$ cat config.mk
export PLATFORM = sky130hd
export DESIGN_NAME = timer_common_ctrl
export DESIGN_NICKNAME = d
export VERILOG_FILES = /design/src/timer_channel.v /design/src/timer_common_ctrl.v
export VERILOG_INCLUDE_DIRS = /design/src
export SDC_FILE = /design/constraint.sdc
export NUM_CORES = 1
export LEC_CHECK = 0
export BUFFER_PORTS_ARGS = -buffer_cell sky130_fd_sc_hd__buf_4
export CORE_ASPECT_RATIO = 0.5
export CORE_MARGIN = 1.5
export CORE_UTILIZATION = 40
export CTS_CLUSTER_SIZE = 16
export DETAILED_ROUTE_END_ITERATION = 7
export PLACE_DENSITY_LB_ADDON = 0.3
export SLEW_MARGIN = 20
export SYNTH_ARGS = -nofsm -noshare
export SYNTH_HDL_FRONTEND = slang
export SYNTH_SLANG_ARGS = --single-unit
$ cat constraint.sdc
create_clock -name pclk -period 3.55 [get_ports pclk]
set_input_delay 0.71 -clock pclk [delete_from_list [all_inputs] [get_ports pclk]]
set_output_delay 0.71 -clock pclk [all_outputs]
set_load 0.02 [all_outputs]
$ cat src/timer_common_regs.vh
// register map, field positions and reset values of the timer common control
// Summary of operation
// - run register loads E0 on reset, standby
// - reserved high bits read as one
// - run bit n halts or counts channel n
// - sync register loads E0 on reset, standby
// - sync bit joins channel to group preset/clear
// - mode register loads 80 on reset, standby
// - mode bit 6 makes channel 2 quadrature counter
// - four quadrature edge cases count channel 2 down
// - four quadrature edge cases count channel 2 up
// - quadrature ignores channel 2 edge and source
// - clear, compare and flags stay active in quadrature
// - mode bit 5 picks wrap flag condition
// - mode bits 4..0 select pulse mode
// - pulse pin high on match A, low on B
// - combination mode overrides pulse bits 3, 4
`ifndef TIMER_COMMON_REGS_VH
`define TIMER_COMMON_REGS_VH
`define OFS_RUN       12'h000
`define OFS_SYNC      12'h004
`define OFS_MODE      12'h008
`define OFS_FUNC      12'h00C
`define OFS_STATUS    12'h010
`define OFS_MASK      12'h014
`define OFS_CLR_SEL   12'h018
`define OFS_CH_BASE   12'h020
`define CH_STRIDE_LOG 4
`define CH_COUNT_OFS  2'h0
`define CH_GRA_OFS    2'h1
`define CH_GRB_OFS    2'h2
`define RUN_RESET     8'hE0
`define SYNC_RESET    8'hE0
`define MODE_RESET    8'h80
`define FUNC_RESET    8'hC0
`define RUN_RSVD      8'hE0
`define MODE_RSVD     8'h80
`define FUNC_RSVD     8'hC0
`define MODE_QUAD_BIT 6
`define MODE_WRAP_BIT 5
`define FUNC_CMD_HI   5
`define FUNC_CMD_LO   4
`define ST_WRAP_BIT   0
`define ST_HIT_A_LSB  1
`define ST_HIT_B_LSB  6
`define ST_WIDTH      11
`define GR_RESET      16'hFFFF
`define PRESCALE_DIV  4
`endif

$ cat src/timer_channel.v
// one 16-bit timer channel: counter, two comparators, pulse output
`timescale 1ns/1ps
`include "timer_common_regs.vh"
module timer_channel #(
	parameter W = 16
) (
	input  wire         clk,
	input  wire         presetn,
	input  wire         run,
	input  wire         step,
	input  wire         down,
	input  wire         load,
	input  wire [W-1:0] load_val,
	input  wire         clr,
	input  wire [W-1:0] cmp_a,
	input  wire [W-1:0] cmp_b,
	input  wire         pwm_en,
	output reg  [W-1:0] count,
	output wire         hit_a,
	output wire         hit_b,
	output wire         wrap_up,
	output wire         wrap_dn,
	output reg          pwm_out
);
	wire         advance;
	wire [W-1:0] next_count;

	// counting only while the run bit is set
	assign advance    = run & step;
	assign next_count = down ? count - {{(W-1){1'b0}}, 1'b1} : count + {{(W-1){1'b0}}, 1'b1};
	assign hit_a      = advance & (count == cmp_a);
	assign hit_b      = advance & (count == cmp_b);
	assign wrap_up    = advance & ~down & (count == {W{1'b1}});
	assign wrap_dn    = advance & down & (count == {W{1'b0}});

	always @(posedge clk or negedge presetn) begin
		if (!presetn) begin
			count <= {W{1'b0}};
		end else if (load) begin
			count <= load_val;
		end else if (clr) begin
			count <= {W{1'b0}};
		end else if (advance) begin
			count <= next_count;
		end
	end

	// low match wins when both compare values coincide
	always @(posedge clk or negedge presetn) begin
		if (!presetn) begin
			pwm_out <= 1'b0;
		end else if (!pwm_en) begin
			pwm_out <= 1'b0;
		end else if (hit_b) begin
			pwm_out <= 1'b0;
		end else if (hit_a) begin
			pwm_out <= 1'b1;
		end
	end
endmodule // timer_channel

$ cat src/timer_common_ctrl.v
// five-channel timer with common run, sync and mode control over apb
`timescale 1ns/1ps
`include "timer_common_regs.vh"
module timer_common_ctrl #(
	parameter NCH      = 5,
	parameter W        = 16,
	parameter PRESCALE = `PRESCALE_DIV
) (
	input  wire          pclk,
	input  wire          presetn,
	input  wire          psel,
	input  wire          penable,
	input  wire          pwrite,
	input  wire [11:0]   paddr,
	input  wire [31:0]   pwdata,
	output reg  [31:0]   prdata,
	output wire          pready,
	output wire          pslverr,
	input  wire          standby,
	input  wire          ext_clock_pin_a,
	input  wire          ext_clock_pin_b,
	output wire [NCH-1:0] io_pin_a,
	output wire [NCH-1:0] io_pin_a_oe_n,
	output wire          irq
);
	// ----------------------------------------------------------------
	// register state
	// ----------------------------------------------------------------
	reg  [4:0]           run_bits;
	reg  [4:0]           sync_bits;
	reg  [6:0]           mode_bits;
	reg  [1:0]           comb_mode;
	reg  [4:0]           clr_sel;
	reg  [`ST_WIDTH-1:0] status;
	reg  [`ST_WIDTH-1:0] mask;
	reg  [`ST_WIDTH-1:0] status_seen;
	reg  [W-1:0]         gra [0:NCH-1];
	reg  [W-1:0]         grb [0:NCH-1];
	reg  [31:0]          next_rdata;
	reg                  next_err;
	reg                  err_q;

	wire                 setup;
	wire                 access;
	wire                 wr;
	wire                 rd;
	wire                 ch_space;
	wire [2:0]           ch_sel;
	wire [1:0]           ch_reg;
	wire [W-1:0]         cnt [0:NCH-1];
	wire [NCH-1:0]       hit_a;
	wire [NCH-1:0]       hit_b;
	wire [NCH-1:0]       wrap_up;
	wire [NCH-1:0]       wrap_dn;
	wire [NCH-1:0]       pwm_out;
	wire [NCH-1:0]       pwm_en;
	wire [NCH-1:0]       own_clr;
	wire [NCH-1:0]       ch_clr;
	wire [NCH-1:0]       own_load;
	wire [NCH-1:0]       ch_load;
	wire                 group_clr;
	wire                 group_load;
	wire                 quad_mode;
	wire                 wrap_event;
	wire [`ST_WIDTH-1:0] events;

	assign setup    = psel & ~penable;
	assign access   = psel & penable;
	assign wr       = access & pwrite;
	assign rd       = access & ~pwrite;
	assign pready   = 1'b1;
	assign pslverr  = access & err_q;
	assign ch_space = (paddr >= `OFS_CH_BASE) &&
	                  (paddr[11:`CH_STRIDE_LOG] < (`OFS_CH_BASE >> `CH_STRIDE_LOG) + NCH);
	assign ch_sel   = paddr[`CH_STRIDE_LOG+2:`CH_STRIDE_LOG] - 3'h2;
	assign ch_reg   = paddr[3:2];

	// ----------------------------------------------------------------
	// control registers
	// ----------------------------------------------------------------
	// standby restores every control register to its reset value
	always @(posedge pclk or negedge presetn) begin
		if (!presetn) begin
			run_bits  <= 5'h00;
			sync_bits <= 5'h00;
			mode_bits <= 7'h00;
			comb_mode <= 2'h0;
			clr_sel   <= 5'h00;
			mask      <= {`ST_WIDTH{1'b0}};
		end else if (standby) begin
			run_bits  <= 5'h00;
			sync_bits <= 5'h00;
			mode_bits <= 7'h00;
			comb_mode <= 2'h0;
			clr_sel   <= 5'h00;
			mask      <= {`ST_WIDTH{1'b0}};
		end else if (wr) begin
			case (paddr)
			`OFS_RUN: begin
				run_bits <= pwdata[4:0];
			end
			`OFS_SYNC: begin
				sync_bits <= pwdata[4:0];
			end
			`OFS_MODE: begin
				mode_bits <= pwdata[6:0];
			end
			`OFS_FUNC: begin
				comb_mode <= pwdata[`FUNC_CMD_HI:`FUNC_CMD_LO];
			end
			`OFS_MASK: begin
				mask <= pwdata[`ST_WIDTH-1:0];
			end
			`OFS_CLR_SEL: begin
				clr_sel <= pwdata[4:0];
			end
			default: begin
			end
			endcase
		end
	end

	// ----------------------------------------------------------------
	// compare registers
	// ----------------------------------------------------------------
	genvar g;
	generate
		for (g = 0; g < NCH; g = g + 1) begin : gen_gr
			always @(posedge pclk or negedge presetn) begin
				if (!presetn) begin
					gra[g] <= `GR_RESET;
					grb[g] <= `GR_RESET;
				end else if (wr && ch_space && ch_sel == g) begin
					if (ch_reg == `CH_GRA_OFS) begin
						gra[g] <= pwdata[W-1:0];
					end
					if (ch_reg == `CH_GRB_OFS) begin
						grb[g] <= pwdata[W-1:0];
					end
				end
			end
		end
	endgenerate

	// ----------------------------------------------------------------
	// prescaler tick for internal clock source
	// ----------------------------------------------------------------
	reg [7:0] div_cnt;
	wire      tick;

	assign tick = (div_cnt == PRESCALE[7:0] - 8'h01);

	always @(posedge pclk or negedge presetn) begin
		if (!presetn) begin
			div_cnt <= 8'h00;
		end else if (tick) begin
			div_cnt <= 8'h00;
		end else begin
			div_cnt <= div_cnt + 8'h01;
		end
	end

	// ----------------------------------------------------------------
	// quadrature decoder for channel 2
	// ----------------------------------------------------------------
	reg  pa_q;
	reg  pb_q;
	wire a_rise;
	wire a_fall;
	wire b_rise;
	wire b_fall;
	wire quad_up;
	wire quad_dn;

	always @(posedge pclk or negedge presetn) begin
		if (!presetn) begin
			pa_q <= 1'b0;
			pb_q <= 1'b0;
		end else begin
			pa_q <= ext_clock_pin_a;
			pb_q <= ext_clock_pin_b;
		end
	end

	assign quad_mode = mode_bits[`MODE_QUAD_BIT];
	assign a_rise    = ext_clock_pin_a & ~pa_q;
	assign a_fall    = ~ext_clock_pin_a & pa_q;
	assign b_rise    = ext_clock_pin_b & ~pb_q;
	assign b_fall    = ~ext_clock_pin_b & pb_q;
	assign quad_dn   = (a_rise & ~ext_clock_pin_b) | (b_rise & ext_clock_pin_a) |
	                   (a_fall & ext_clock_pin_b) | (b_fall & ~ext_clock_pin_a);
	assign quad_up   = (a_rise & ext_clock_pin_b) | (a_fall & ~ext_clock_pin_b) |
	                   (b_fall & ext_clock_pin_a) |
	                   (b_rise & ~ext_clock_pin_a);

	// ----------------------------------------------------------------
	// clear and preset, independent or synchronous
	// ----------------------------------------------------------------
	assign own_clr    = clr_sel & hit_a;
	assign group_clr  = |(own_clr & sync_bits);
	assign ch_clr     = own_clr | (sync_bits & {NCH{group_clr}});
	assign group_load = |(own_load & sync_bits);
	assign ch_load    = own_load | (sync_bits & {NCH{group_load}});

	// combination mode takes channels 3 and 4 away from plain pulse mode
	assign pwm_en[2:0] = mode_bits[2:0];
	assign pwm_en[3]   = mode_bits[3] & ~comb_mode[1];
	assign pwm_en[4]   = mode_bits[4] & ~comb_mode[1];

	generate
		for (g = 0; g < NCH; g = g + 1) begin : gen_ch
			wire step_g;
			wire down_g;
			if (g == 2) begin : g_quad
				// quadrature replaces edge and source selection
				assign step_g = quad_mode ? (quad_up | quad_dn) : tick;
				assign down_g = quad_mode & quad_dn;
			end else begin : g_norm
				assign step_g = tick;
				assign down_g = 1'b0;
			end
			assign own_load[g] = wr && ch_space && ch_sel == g && ch_reg == `CH_COUNT_OFS;
			timer_channel #(
				.W(W)
			) u_ch (
				.clk      (pclk),
				.presetn  (presetn),
				.run      (run_bits[g]),
				.step     (step_g),
				.down     (down_g),
				.load     (ch_load[g]),
				.load_val (pwdata[W-1:0]),
				.clr      (ch_clr[g]),
				.cmp_a    (gra[g]),
				.cmp_b    (grb[g]),
				.pwm_en   (pwm_en[g]),
				.count    (cnt[g]),
				.hit_a    (hit_a[g]),
				.hit_b    (hit_b[g]),
				.wrap_up  (wrap_up[g]),
				.wrap_dn  (wrap_dn[g]),
				.pwm_out  (pwm_out[g])
			);
		end
	endgenerate

	// pin a of a pulse-mode channel is driven, else released
	assign io_pin_a      = pwm_out;
	assign io_pin_a_oe_n = ~pwm_en;

	// ----------------------------------------------------------------
	// status, mask and interrupt
	// ----------------------------------------------------------------
	assign wrap_event = wrap_up[2] | (wrap_dn[2] & ~mode_bits[`MODE_WRAP_BIT]);
	assign events     = {hit_b, hit_a, wrap_event};

	// only bits captured by the read are cleared; a new event wins
	always @(posedge pclk or negedge presetn) begin
		if (!presetn) begin
			status <= {`ST_WIDTH{1'b0}};
		end else if (rd && paddr == `OFS_STATUS) begin
			status <= (status & ~status_seen) | events;
		end else begin
			status <= status | events;
		end
	end

	assign irq = |(status & mask);

	// ----------------------------------------------------------------
	// read path, captured in the setup cycle
	// ----------------------------------------------------------------
	always @* begin
		next_rdata = 32'h0000_0000;
		next_err   = 1'b0;
		if (ch_space) begin
			case (ch_reg)
			`CH_COUNT_OFS: begin
				next_rdata[W-1:0] = cnt[ch_sel];
			end
			`CH_GRA_OFS: begin
				next_rdata[W-1:0] = gra[ch_sel];
			end
			`CH_GRB_OFS: begin
				next_rdata[W-1:0] = grb[ch_sel];
			end
			default: begin
				next_err = 1'b1;
			end
			endcase
		end else begin
			case (paddr)
			`OFS_RUN: begin
				next_rdata[7:0] = `RUN_RSVD | {3'h0, run_bits};
			end
			`OFS_SYNC: begin
				next_rdata[7:0] = `RUN_RSVD | {3'h0, sync_bits};
			end
			`OFS_MODE: begin
				next_rdata[7:0] = `MODE_RSVD | {1'b0, mode_bits};
			end
			`OFS_FUNC: begin
				next_rdata[7:0] = `FUNC_RSVD | {2'h0, comb_mode, 4'h0};
			end
			`OFS_STATUS: begin
				next_rdata[`ST_WIDTH-1:0] = status;
			end
			`OFS_MASK: begin
				next_rdata[`ST_WIDTH-1:0] = mask;
			end
			`OFS_CLR_SEL: begin
				next_rdata[4:0] = clr_sel;
			end
			default: begin
				next_err = 1'b1;
			end
			endcase
		end
	end

	always @(posedge pclk or negedge presetn) begin
		if (!presetn) begin
			prdata      <= 32'h0000_0000;
			err_q       <= 1'b0;
			status_seen <= {`ST_WIDTH{1'b0}};
		end else if (setup) begin
			prdata      <= pwrite ? 32'h0000_0000 : next_rdata;
			err_q       <= next_err;
			status_seen <= status;
		end
	end
endmodule // timer_common_ctrl

Word-level counts from Yosys, hierarchy flattened --
Cells that the tools add are included.
Storage, ports and cells: output and inout port bits 45, word-level logic and storage cells 266, register bits after elaboration 345, input port bits 52
Operators by class: add/sub/neg operators 8, $lt $le $gt $ge 3, multiplexer cells 71, bitwise operators 71, equal/unequal tests 29, reductions and logical operators 51
Operators by type and width (number):
- 2-to-1 mux 16 bit | 23
- == test 16 bit | 10
- binary-select mux 16 bit (select 3 bit) | 3
- adder 16 x 1 -> 16 bit (second input constant) | 5
- 2-to-1 mux 11 bit | 5
- 2-to-1 mux 5 bit | 10
- one-hot mux 16 bit (3 select lines) | 1
- AND 1 bit | 40
- == test 12 x 5 -> 1 bit (second input constant) | 3
- one-hot mux 5 bit (7 select lines) | 1
- AND reduction 2 bit | 16
- AND 5 bit | 5
- == test 12 x 4 -> 1 bit (second input constant) | 2
- AND 11 bit | 2
- bitwise OR 11 bit | 2
- 2-to-1 mux 7 bit | 3
- 2-to-1 mux 1 bit | 19
- == test 16 bit (second input constant) | 1
- zero test 16 bit | 1
- subtractor 16 x 1 -> 16 bit (second input constant) | 1
- one-hot mux 3 bit (5 select lines) | 1
- nonzero test 3 bit | 5
- nonzero test 2 bit | 7
- logical AND 1 bit | 13
- other kinds (31) | 54

Depth between registers and ports, before layout --
Gate-level depths: netlist of run 1.
depth in word-level cells 17, mapped depth 13, gate-level depth less buffers 12

By module --
Synthesis of run 1 repeated with hierarchy kept, for this count alone.
Unflattened totals: cells, all modules 2180, area total of the unflattened synthesis 22461.5 µm²
Modules (own cells, without submodules):
- timer_common_ctrl | area an instance 12600.8 µm², sequential area each 6306.0 µm², cells each 965, instances 1
- timer_channel (gen_ch[0].u_ch ...) | area an instance 2014.4 µm², sequential area each 425.4 µm², cells each 247, instances 3
- timer_channel (gen_ch[3].u_ch) | area an instance 1958.1 µm², sequential area each 425.4 µm², cells each 242, instances 1
- timer_channel (gen_ch[4].u_ch) | area an instance 1859.3 µm², sequential area each 425.4 µm², cells each 232, instances 1

Least setup slack after synthesis of run 1 --
OpenSTA, ideal clock, no wires.
kind input-to-reg, start point in ext_clock_pin_a, end point reg gen_ch[2].u_ch.count[14], setup time 0.080 ns, slack 0.597 ns, cell stages on the path 10, buffers on the path 1, arrival time 2.872 ns, path through mux2_2 > mux2i_1 > nand2_1 > buf_2 > xnor2_1 > ha_1 > o32a_1 > o221ai_1 > mux2_2 > nor3_2
On the way: longest elaborated chain between the ends 17, elaborated cells between the ends (all ways) 32
RTL lines:
- start: declaration | line timer_common_ctrl.v:20 | input wire ext_clock_pin_a,
- inverter 1 bit | line timer_common_ctrl.v:187, timer_common_ctrl.v:191, timer_common_ctrl.v:194
- AND 1 bit | line timer_common_ctrl.v:187 | assign a_fall = ~ext_clock_pin_a & pa_q;
- AND 1 bit | line timer_common_ctrl.v:192 | assign quad_up = (a_rise & ext_clock_pin_b) | (a_fall & ~ext_clock_pin_b) |
- bitwise OR 1 bit (2 in a row) | line timer_common_ctrl.v:192
- bitwise OR 1 bit | line timer_common_ctrl.v:193 | (b_fall & ext_clock_pin_a) |
- bitwise OR 1 bit | line timer_common_ctrl.v:216 | assign step_g = quad_mode ? (quad_up | quad_dn) : tick;
- 2-to-1 mux 1 bit | line timer_common_ctrl.v:216
- AND 1 bit | line timer_channel.v:29 | assign advance = run & step;
- AND 1 bit | line timer_channel.v:31 | assign hit_a = advance & (count == cmp_a);
- AND 5 bit | line timer_common_ctrl.v:199 | assign own_clr = clr_sel & hit_a;
- AND 5 bit | line timer_common_ctrl.v:200 | assign group_clr = |(own_clr & sync_bits);
- OR reduction 5 bit | line timer_common_ctrl.v:200
- AND 5 bit | line timer_common_ctrl.v:201 | assign ch_clr = own_clr | (sync_bits & {NCH{group_clr}});
- bitwise OR 5 bit | line timer_common_ctrl.v:201
- 2-to-1 mux 16 bit | line timer_channel.v:41 | end else if (clr) begin
- 2-to-1 mux 16 bit | line timer_channel.v:39 | end else if (load) begin
- end signal: assignment | line timer_channel.v:38 | count <= {W{1'b0}};
- end signal: assignment | line timer_channel.v:40 | count <= load_val;
- end signal: assignment | line timer_channel.v:42 | count <= {W{1'b0}};
- end: declaration | line timer_channel.v:18 | output reg [W-1:0] count,
Several ways; a longest one is shown, not always the timed one. The select of a mux whose other input is x is not followed. A chain may end at the register's enable or synchronous reset.

Final worst setup path of run 1 --
start point reg div_cnt[0], end point reg gen_ch[1].u_ch.count[11]
On the way: longest elaborated chain between the ends 11, elaborated cells between the ends (all ways) 20
RTL lines:
- start: declaration | line timer_common_ctrl.v:148 | reg [7:0] div_cnt;
- start signal: assignment | line timer_common_ctrl.v:159 | div_cnt <= div_cnt + 8'h01;
- == test 8 x 2 -> 1 bit (*) | line timer_common_ctrl.v:151 | assign tick = (div_cnt == PRESCALE[7:0] - 8'h01);
- 2-to-1 mux 1 bit | line timer_common_ctrl.v:216
- AND 1 bit | line timer_channel.v:29
- AND 1 bit | line timer_channel.v:31
- AND 5 bit | line timer_common_ctrl.v:199
- AND 5 bit | line timer_common_ctrl.v:200
- OR reduction 5 bit | line timer_common_ctrl.v:200
- AND 5 bit | line timer_common_ctrl.v:201
- bitwise OR 5 bit | line timer_common_ctrl.v:201
- 2-to-1 mux 16 bit | line timer_channel.v:41
- 2-to-1 mux 16 bit | line timer_channel.v:39
- end signal: assignment | line timer_channel.v:38
- end signal: assignment | line timer_channel.v:40
- end signal: assignment | line timer_channel.v:42
- end: declaration | line timer_channel.v:18
Every way passes the cells marked *; elsewhere a longest branch is shown, timed or not.

==> flow_metrics.py, run 1 <==
metrics = {
    "run_status": {
        "status": "complete, no violations",
    },
    "sta": {
        "period_share_pct": 92.7,
        "worstMarginPinSlew_ps": 875,
        "setup_viol_count_final": 0,
        "hold_viol": 0,
        "drv_slew": 0,
        "final.setup.worst_slack_ps": 259,
        "hold-worst-slack_ps": 308,
        "finalClockSkew_ps": 16.2,
        "grt_setup_unrepaired": "false",
        "period_needed_ps": 3290,
        "fmax_mhz": 304,
        "tns_ps": 0,
        "relSlewSlack_pct": 41.5,
    },
    "clock_tree": {
        "cts_root_buf": "clkbuf_16",
        "clk_latency_ps": 540,
        "cts_setup_buffers": 0,
        "cts_max_level": 2,
        "clkTransAtPathRegs_ps": 60,
        "numCtsBuffers": 35,
        "cts.path.max_buffers": 3,
        "clock_sinks": 329,
        "ctsResizeCount": 0,
        "holdBufCountCts": 0,
        "cts_tree": "done",
    },
    "cells_and_area": {
        "utilization_pct": 46.3,
        "nets": 2036,
        "layout_common_cells": "187 x nand2_1, 176 x mux2_2, 169 x dfrtp_1, 169 x buf_4, 160 x dfstp_2",
        "final_common_cell": "nand2_1",
        "layout-drive-gt1-share_pct": 33.3,
        "antenna_cells": 0,
        "area_growth_pct": 13.2,
        "nFillCells": 4509,
        "fin_area_sq_mm": 0.0227,
    },
    "critical_path": {
        "cp_cell_sequence": "ha_1 > or3b_2 > nor4_2 > o211ai_1 > o32ai_4 > nand2_1 > nand4bb_1 > buf_4 > o21ai_0",
        "cp_max_fo": 9,
        "rr_worst_depth": 9,
        "startpoint": "div_cnt[0]$_DFF_PN0_",
        "endpoint_kind": "flop",
        "crit_arrival_ps": 3700,
        "r2r_end": "gen_ch[1].u_ch.count[11]$_DFFE_PN0P_",
        "cp_slowest_cell": "or3b_2",
        "ff2ff_setup_slack_ps": 260,
        "worstSetupStartpointType": "flop",
        "r2r-start": "div_cnt[0]$_DFF_PN0_",
        "cp_data_required_time_ps": 3960,
        "max_stage_delay_ps": 550,
        "path_class": "reg2reg",
    },
    "synth": {
        "yosys_warnings": 0,
        "yosys.area.top_type": "dfrtp_1",
        "synthTopCellsByArea": "dfrtp_1 21%, dfstp_2 21%, mux2_2 9.9%, xor2_1 6.3%, mux4_2 5.5%",
        "synth_top_area_share_pct": 21.1,
        "synth_edf_count": 0,
        "netlist_area_sq_mm": 0.0200,
        "synth-seq-cells": 329,
        "async_flop_share_pct": 100,
        "yosysSeqAreaShare_pct": 42.1,
        "avgSynthCellArea_sq_um": 10.4,
        "yosys.cell_types.count": 88,
        "netlist_instances": 1929,
        "synth-main-ff-cell": "dfrtp_1",
    },
    "route": {
        "detail_route.vias_per_cell": 6.13,
        "drt-wirelength-per-cell_um": 27.0,
        "vias": 16300,
        "drt_iter0_drc": 2384,
        "remaining_drc_errors": 0,
        "firstDrtPassIters": 5,
        "drt-total-wl_mm": 71.7,
        "ant_nets": 0,
    },
    "power": {
        "power.density_mw_per_mm2": 366,
        "p_leak_nw": 9.57,
        "ir_drop_mv": 0.246,
    },
    "place": {
        "dp_slack_ps": 281,
        "placed_area_sq_mm": 0.0215,
        "dp_hpwl_mm": 51.8,
        "globalplace.congestion": 1.01,
        "port_buffers": 63,
    },
    "floorplan": {
        "start_util_pct": 40.9,
        "fp-row-count": 57,
        "die_h_um": 161,
        "fp.dieW_um": 320,
        "die_area_sq_mm": 0.0516,
        "core_sq_mm": 0.0490,
        "ios": 97,
    },
    "min_path": {
        "holdPathEnd": "pa_q$_DFF_PN0_",
        "min_from": "ext_clock_pin_a",
        "hold_depth": 1,
        "hold_class": "in2reg",
    },
    "grt": {
        "grt_max_degree": 80,
        "grt_usage_pct": 27.9,
        "antenna_found_initial": 3,
        "first_global_vias": 15500,
        "grt_pass1_wl_mm": 106,
        "grt-ovfl-total": 0,
    },
    "flow_run": {
        "cap_violations": 0,
    },
}
-- cells by family after synthesis --
group	Yosys count	synth area share, %
other	2	0.0375
and+or+nand+nor	565	14.1
AOI/OAI and AO/OA	303	10.1
buffers and inverters	209	4.84
muxes	289	18.6
DFF	329	42.1
adders and majority gates	7	0.437
xor gates and xnor gates	225	9.83
-- per-stage QoR --
stage               instances  total power, mW
floorplan                1944             4.13
finish                   2651             8.30
CTS                      2651             8.34
detailed placement       2589             4.40
global route             2651             8.54
global placement         2589             4.40
-- metal layers --
| layer | up-vias | GRT usage (%) | share of wire [%] |
|---|---|---|---|
| met5 | - | 0 | 0.028 |
| met1 | 8267 | 40.1 | 43 |
| met4 | 2 | 10.3 | 3.8 |
| met3 | 135 | 6.07 | 10 |
| li1 | 6956 | - | - |
| met2 | 895 | 41.3 | 43 |
-- how the worst max path moves through the flow --
stage,end,slack [ps],cells after the start
floorplan,gen_ch[2].u_ch.count[14]$_DFFE_PN0P_,600,10
global placement,gen_ch[2].u_ch.count[5]$_DFFE_PN0P_,260,9
detailed placement,gen_ch[2].u_ch.count[5]$_DFFE_PN0P_,280,9
CTS,gen_ch[2].u_ch.count[5]$_DFFE_PN0P_,360,9
global route,gen_ch[1].u_ch.count[5]$_DFFE_PN0P_,150,10
finish,gen_ch[1].u_ch.count[11]$_DFFE_PN0P_,260,9
-- where the power goes --
group          leakage (nW)  switching (mW)  internal, mW
clock network         0.602            1.61          2.34
logic                  5.21           0.388         0.155
registers              3.76          0.0203          3.78
-- flip-flops by register name, indices dropped and copies added, names as in the netlist, 7 cells and up --
register / count
gra: 80
gen_ch.u_ch.count: 80
div_cnt: 8
status_seen: 11
grb: 80
mask: 11
status: 11
mode_bits: 7
prdata: 16
-- synthesized netlist by cell type (6+ instances only) --
master    number
xor2_1       144
or3_1          6
buf_4         29
nand2_1      187
o21ai_1       14
buf_2         37
nand2b_1       8
a21oi_1       80
a21oi_2        6
o31ai_1        7
clkbuf_1      97
nor4_1        41
buf_1         13
nor2b_1        7
dfrtp_1      169
ha_1           7
xnor2_1       81
mux2i_1       64
a221oi_1      12
o22ai_1       12
a21o_1        14
a22o_1        11
dfstp_2      160
nor3_1        38
inv_1         29
nand4_1       39
and3_1        19
a22oi_1        9
mux4_2        49
nor2_1       109
a22oi_2        7
nand3_1       68
mux2_2       176
o21ai_0       77
-- final cells by class --
cell class | count | area (sq um) | share of cell area (%)
Multi-Input combinational cell | 1406 | 10700 | 47.3
Sequential cell | 329 | 8430 | 37.2
Timing Repair Buffer | 176 | 1400 | 6.19
Clock buffer | 50 | 1040 | 4.60
Tap cell | 649 | 812 | 3.58
Clock inverter | 12 | 164 | 0.722
Inverter | 29 | 109 | 0.480
-- worst max-delay path, delay by kind of cell, from the launching register on --
| family | cells | cell delay (ps) |
|---|---|---|
| simple gates | 4 | 1610 |
| compound gates | 3 | 650 |
| flops | 1 | 370 |
| buf+inv | 1 | 270 |
| fa+ha+maj | 1 | 240 |
Power figures use the tool's default switching activity.
==> run 2, diff against run 1 <==
--- a/config.mk
+++ b/config.mk
@@ -7,12 +7,12 @@
 export NUM_CORES = 1
 export LEC_CHECK = 0
 export BUFFER_PORTS_ARGS = -buffer_cell sky130_fd_sc_hd__buf_4
-export CORE_ASPECT_RATIO = 0.5
-export CORE_MARGIN = 1.5
+export CORE_MARGIN = 5
 export CORE_UTILIZATION = 40
 export CTS_CLUSTER_SIZE = 16
 export DETAILED_ROUTE_END_ITERATION = 7
 export PLACE_DENSITY_LB_ADDON = 0.3
+export SKIP_LAST_GASP = 1
 export SLEW_MARGIN = 20
 export SYNTH_ARGS = -nofsm -noshare
 export SYNTH_HDL_FRONTEND = slang
==> flow_metrics.py, run 2 (synthesis results as in run 1) <==
metrics = {
    "critical_path": {
        "worstSetupStartpointType": "flop",
        "crit_arrival_ps": 3610,
        "max_stage_delay_ps": 640,
        "path_class": "reg2reg",
        "cp_data_required_time_ps": 4030,
        "cp_max_fo": 14,
        "endpoint_kind": "flop",
        "cp_slowest_cell": "o211ai_2",
        "critPathTopFamily": "simple AND/OR/NAND/NOR gates",
        "cpMostUsedCell": "a21oi_1",
        "cp_num_buf_inv": 0,
        "cp_cell_sequence": "ha_1 > or3b_2 > nor2_8 > nand2_1 > nor4_4 > a2111oi_4 > o211ai_2 > a21oi_1 > a21oi_1",
    },
    "cells_and_area": {
        "regArea_sq_mm": 0.00843,
        "area_growth_pct": 14.0,
        "nFillCells": 4715,
        "layout-drive-gt1-share_pct": 33.6,
        "nets": 2045,
        "final_common_cell": "nand2_1",
        "top_regs": "gen_ch.u_ch.count x80, gra x80, grb x80",
        "multi_input_area_sq_mm": 0.0107,
        "antenna_cells": 0,
        "stdcell_count": 2688,
        "layout_common_cells": "187 x nand2_1, 176 x mux2_2, 173 x buf_4",
    },
    "grt": {
        "antenna_found_initial": 2,
        "grt_usage_pct": 26.6,
        "first_global_vias": 15900,
        "grt_pass1_wl_mm": 108,
        "grt_max_degree": 99,
        "grt-ovfl-total": 0,
    },
    "sta": {
        "drv_slew": 0,
        "worstMarginPinSlew_ps": 927,
        "setup_viol_count_final": 0,
        "grt_setup_unrepaired": "false",
        "finalClockSkew_ps": 28.6,
        "tns_ps": 0,
        "period_needed_ps": 3140,
        "period_share_pct": 88.4,
        "fmax_mhz": 319,
        "relSlewSlack_pct": 38.2,
        "hold_viol": 0,
    },
    "clock_tree": {
        "ctsResizeCount": 0,
        "numCtsBuffers": 38,
        "clkTransAtPathRegs_ps": 60,
        "cts_setup_buffers": 0,
        "cts_max_level": 2,
        "cts.path.max_buffers": 3,
        "clk_latency_ps": 570,
        "holdBufCountCts": 0,
        "cts_root_buf": "clkbuf_16",
        "cts_tree": "done",
        "clock_sinks": 329,
    },
    "route": {
        "drt_iter0_drc": 2310,
        "ant_nets": 0,
        "remaining_drc_errors": 0,
        "drt-total-wl_mm": 73.6,
        "firstDrtPassIters": 5,
        "vias": 16300,
        "detail_route.vias_per_cell": 6.05,
        "drt-wirelength-per-cell_um": 27.4,
    },
    "power": {
        "p_leak_nw": 9.61,
        "ir_drop_mv": 0.336,
        "power.density_mw_per_mm2": 366,
    },
    "place": {
        "dpl.cell_count": 2618,
        "globalplace.congestion": 0.983,
        "dp_hpwl_mm": 52.7,
        "port_buffers": 63,
    },
    "floorplan": {
        "ios": 97,
        "die_h_um": 234,
        "fp-row-count": 82,
        "start_util_pct": 40.2,
        "die_area_sq_mm": 0.0547,
        "fp.dieW_um": 234,
        "core_sq_mm": 0.0499,
    },
    "min_path": {
        "hold_class": "in2async",
    },
    "run_status": {
        "status": "complete, no violations",
    },
    "flow_run": {
        "cap_violations": 0,
    },
}
[run 2: stage by stage]
step	power (mW)	hold WS [ps]	worst slack, ps	cell area (sq um)	utilization [%]
floorplan	4.13	414	597	20100	-
global route	8.59	277	193	22800	45.8
global placement	4.41	439	198	21600	43.3
finish	8.36	213	413	22800	45.8
CTS	8.41	257	320	22800	45.8
detailed placement	4.41	449	212	21600	43.3
[run 2: area by class of cell]
type / instances / share of cell area, %
Tap cell: 672 / 3.68
Sequential cell: 329 / 36.9
Multi-Input combinational cell: 1406 / 47.0
Inverter: 29 / 0.476
Clock buffer: 55 / 4.80
Clock inverter: 15 / 0.679
Timing Repair Buffer: 182 / 6.45
[run 2: worst reg2reg max path: stages, from the launching register on]
cell and delay [ps]:
dfrtp_1 360, ha_1 240, or3b_2 550, nor2_8 170
nand2_1 260, nor4_4 410, a2111oi_4 120, o211ai_2 650
a21oi_1 160, a21oi_1 140
[run 2: power by group]
part | switching [mW] | internal [mW]
registers | 0.0208 | 3.78
clock network | 1.69 | 2.31
logic | 0.396 | 0.161
total | 2.11 | 6.25
[run 2: path summary, 6_finish.rpt]
kind,endpoint,slack (ps),start,depth (start not counted)
max in group asynchronous,gra[11]$_DFFE_PN1P_,2390,presetn,2
min,gen_ch[1].u_ch.count[2]$_DFFE_PN0P_,210,presetn,1
max,gen_ch[2].u_ch.count[12]$_DFFE_PN0P_,410,div_cnt[0]$_DFF_PN0_,9
max reg2reg,gen_ch[2].u_ch.count[12]$_DFFE_PN0P_,410,div_cnt[0]$_DFF_PN0_,9
min in group pclk,pa_q$_DFF_PN0_,300,ext_clock_pin_a,1
min reg2reg,div_cnt[0]$_DFF_PN0_,460,div_cnt[0]$_DFF_PN0_,1
[run 2: routing by layer]
| metal | vias to the layer above | GRT usage [%] | share of wire (%) |
|---|---|---|---|
| met5 | - | 0 | 0.027 |
| met3 | 216 | 5.52 | 9.1 |
| met4 | 2 | 13.1 | 6.0 |
| li1 | 6986 | - | - |
| met2 | 863 | 40.9 | 45 |
| met1 | 8191 | 35.7 | 40 |
==> run 3, diff against run 2 <==
==> constraint.sdc (replaced) <==
create_clock -name pclk -period 3.1 [get_ports pclk]
set_input_delay 0.62 -clock pclk [delete_from_list [all_inputs] [get_ports pclk]]
set_output_delay 0.62 -clock pclk [all_outputs]
set_load 0.02 [all_outputs]
==> flow_metrics.py, run 3 (synthesis results as in run 1) <==
metrics = {
    "cells_and_area": {
        "layout-drive-gt1-share_pct": 34.9,
        "layout_common_cells": "198 x buf_4, 187 x nand2_1, 176 x mux2_2",
        "nets": 2083,
        "area_growth_pct": 16.5,
        "final_common_cell": "buf_4",
        "regArea_sq_mm": 0.00843,
        "top_regs": "gen_ch.u_ch.count x80, gra x80, grb x80",
        "multi_input_area_sq_mm": 0.0107,
        "stdcell_count": 2726,
        "antenna_cells": 0,
        "nFillCells": 4683,
    },
    "flow_run": {
        "cap_violations": 0,
    },
    "sta": {
        "final.setup.worst_slack_ps": 141,
        "fmax_mhz": 338,
        "grt_setup_unrepaired": "false",
        "period_share_pct": 95.4,
        "setup_viol_count_final": 0,
        "relSlewSlack_pct": 39.4,
        "hold-worst-slack_ps": 195,
        "worstMarginPinSlew_ps": 901,
        "period_needed_ps": 2960,
        "drv_slew": 0,
        "hold_viol": 0,
        "finalClockSkew_ps": 16.2,
    },
    "route": {
        "detail_route.vias_per_cell": 5.99,
        "vias": 16300,
        "drt_iter0_drc": 1793,
        "drt-wirelength-per-cell_um": 27.2,
        "drt-total-wl_mm": 74.3,
        "remaining_drc_errors": 0,
        "firstDrtPassIters": 5,
        "ant_nets": 0,
    },
    "critical_path": {
        "startpoint": "div_cnt[0]$_DFF_PN0_",
        "r2r-start": "div_cnt[0]$_DFF_PN0_",
        "path_class": "reg2reg",
        "crit_arrival_ps": 3380,
        "endpoint_kind": "flop",
        "cp_max_fo": 15,
        "cp_data_required_time_ps": 3520,
        "worstSetupStartpointType": "flop",
    },
    "min_path": {
        "min_from": "ext_clock_pin_b",
        "hold_class": "in2reg",
    },
    "clock_tree": {
        "clk_latency_ps": 570,
        "cts_tree": "done",
        "cts.path.max_buffers": 3,
        "numCtsBuffers": 39,
        "cts_root_buf": "clkbuf_16",
        "cts_setup_buffers": 0,
        "clkTransAtPathRegs_ps": 60,
        "clock_sinks": 329,
        "cts_max_level": 2,
    },
    "place": {
        "globalplace.congestion": 0.980,
        "dp_slack_ps": -53.2,
        "dpl.cell_count": 2654,
        "port_buffers": 63,
        "dp_hpwl_mm": 53.7,
    },
    "grt": {
        "grt_usage_pct": 26.9,
        "use_met1_pct": 36.0,
        "grt_pass1_wl_mm": 109,
        "grt_util_met2_pct": 42.1,
        "grt-ovfl-total": 0,
        "grt_max_degree": 100,
        "met3_usage_pct": 5.85,
        "antenna_found_initial": 1,
        "top_usage_layer": "met2",
        "first_global_vias": 16000,
    },
    "power": {
        "power.internal_mw": 7.47,
        "power.density_mw_per_mm2": 423,
        "p_leak_nw": 9.88,
        "combPwrFrac_pct": 6.5,
        "p_clk_share_pct": 49.4,
        "power_frac_seq_pct": 44.1,
        "ir_drop_mv": 0.335,
        "swShare_pct": 24.3,
        "p_sw_mw": 2.40,
    },
    "floorplan": {
        "start_util_pct": 40.2,
        "die_area_sq_mm": 0.0547,
        "fp.dieW_um": 234,
        "fp-row-count": 82,
        "die_h_um": 234,
        "ios": 97,
        "core_sq_mm": 0.0499,
    },
    "run_status": {
        "status": "complete, no violations",
    },
}
run 3: cell count changes in the layout (fill, tap and decap cells not counted), sizes merged:
| cell | delta |
|---|---|
| clkbuf | +2 |
| bufinv | +2 |
| buf | +36 |
| dlygate4sd3 | +1 |
| clkinv | -3 |
| inv | +2 |
| clkinvlp | -2 |
run 3: critical path: stages, from the launching register on:
cell,delay [ps]
dfrtp_1,360
ha_1,250
or3b_2,560
nor2_8,180
nand2_2,230
nor3_2,430
a31oi_1,200
nand3_1,130
a211o_2,320
o21ai_0,150
run 3: cell type report:
class | instances | share of cell area, %
clock buffers | 57 | 5.00
clock inverters | 14 | 0.755
inverters | 29 | 0.466
multi-input cells | 1406 | 46.0
flip-flops and latches | 329 | 36.1
well taps | 672 | 3.60
repair buffers | 219 | 8.10
run 3: what timing repair did:
item | in CTS | in global routing
gates resized for setup | 0 | 3
hold endpoints to repair | 21 | 0
setup endpoints to repair | 0 | 15
hold buffers | 1 | 0
run 3: final timing paths:
kind | endpoint | slack (ps) | depth (start not counted)
setup reg to reg | gen_ch[4].u_ch.count[3]$_DFFE_PN0P_ | 140 | 9
min in group asynchronous | gen_ch[1].u_ch.count[6]$_DFFE_PN0P_ | 550 | 2
setup / recovery | gen_ch[4].u_ch.count[3]$_DFFE_PN0P_ | 140 | 9
hold reg to reg | div_cnt[0]$_DFF_PN0_ | 450 | 1
hold / removal | pb_q$_DFF_PN0_ | 200 | 1
max in group asynchronous | gra[7]$_DFFE_PN1P_ | 1640 | 3
run 3: metrics by stage:
step	instance area, sq um	util (%)	setup TNS [ps]	power (mW)
6_report	23400	46.8	0	9.87
5_1_grt	23400	46.8	0	10.1
4_1_cts	23300	46.8	0	9.93
3_5_place_dp	22000	44.1	-53.2	5.05
3_3_place_gp	22000	44.1	-15.8	5.04
2_1_floorplan	20100	-	0	4.72
run 3: routing by layer:
metal,vias to the layer above,share of wire (%)
met5,-,0
met4,0,5.2
met2,811,45
met3,212,9.3
li1,7058,-
met1,8246,40
run 3: power by group through the flow:
| stage | Combinational (mW) | Clock (mW) | Sequential, mW |
|---|---|---|---|
| final | 0.640 | 4.88 | 4.35 |
| after detailed placement | 0.629 | 0 | 4.42 |
| after global routing | 0.675 | 5.11 | 4.35 |
| after global placement | 0.622 | 0 | 4.42 |
| after CTS | 0.632 | 4.94 | 4.35 |
| after floorplan | 0.310 | 0 | 4.41 |
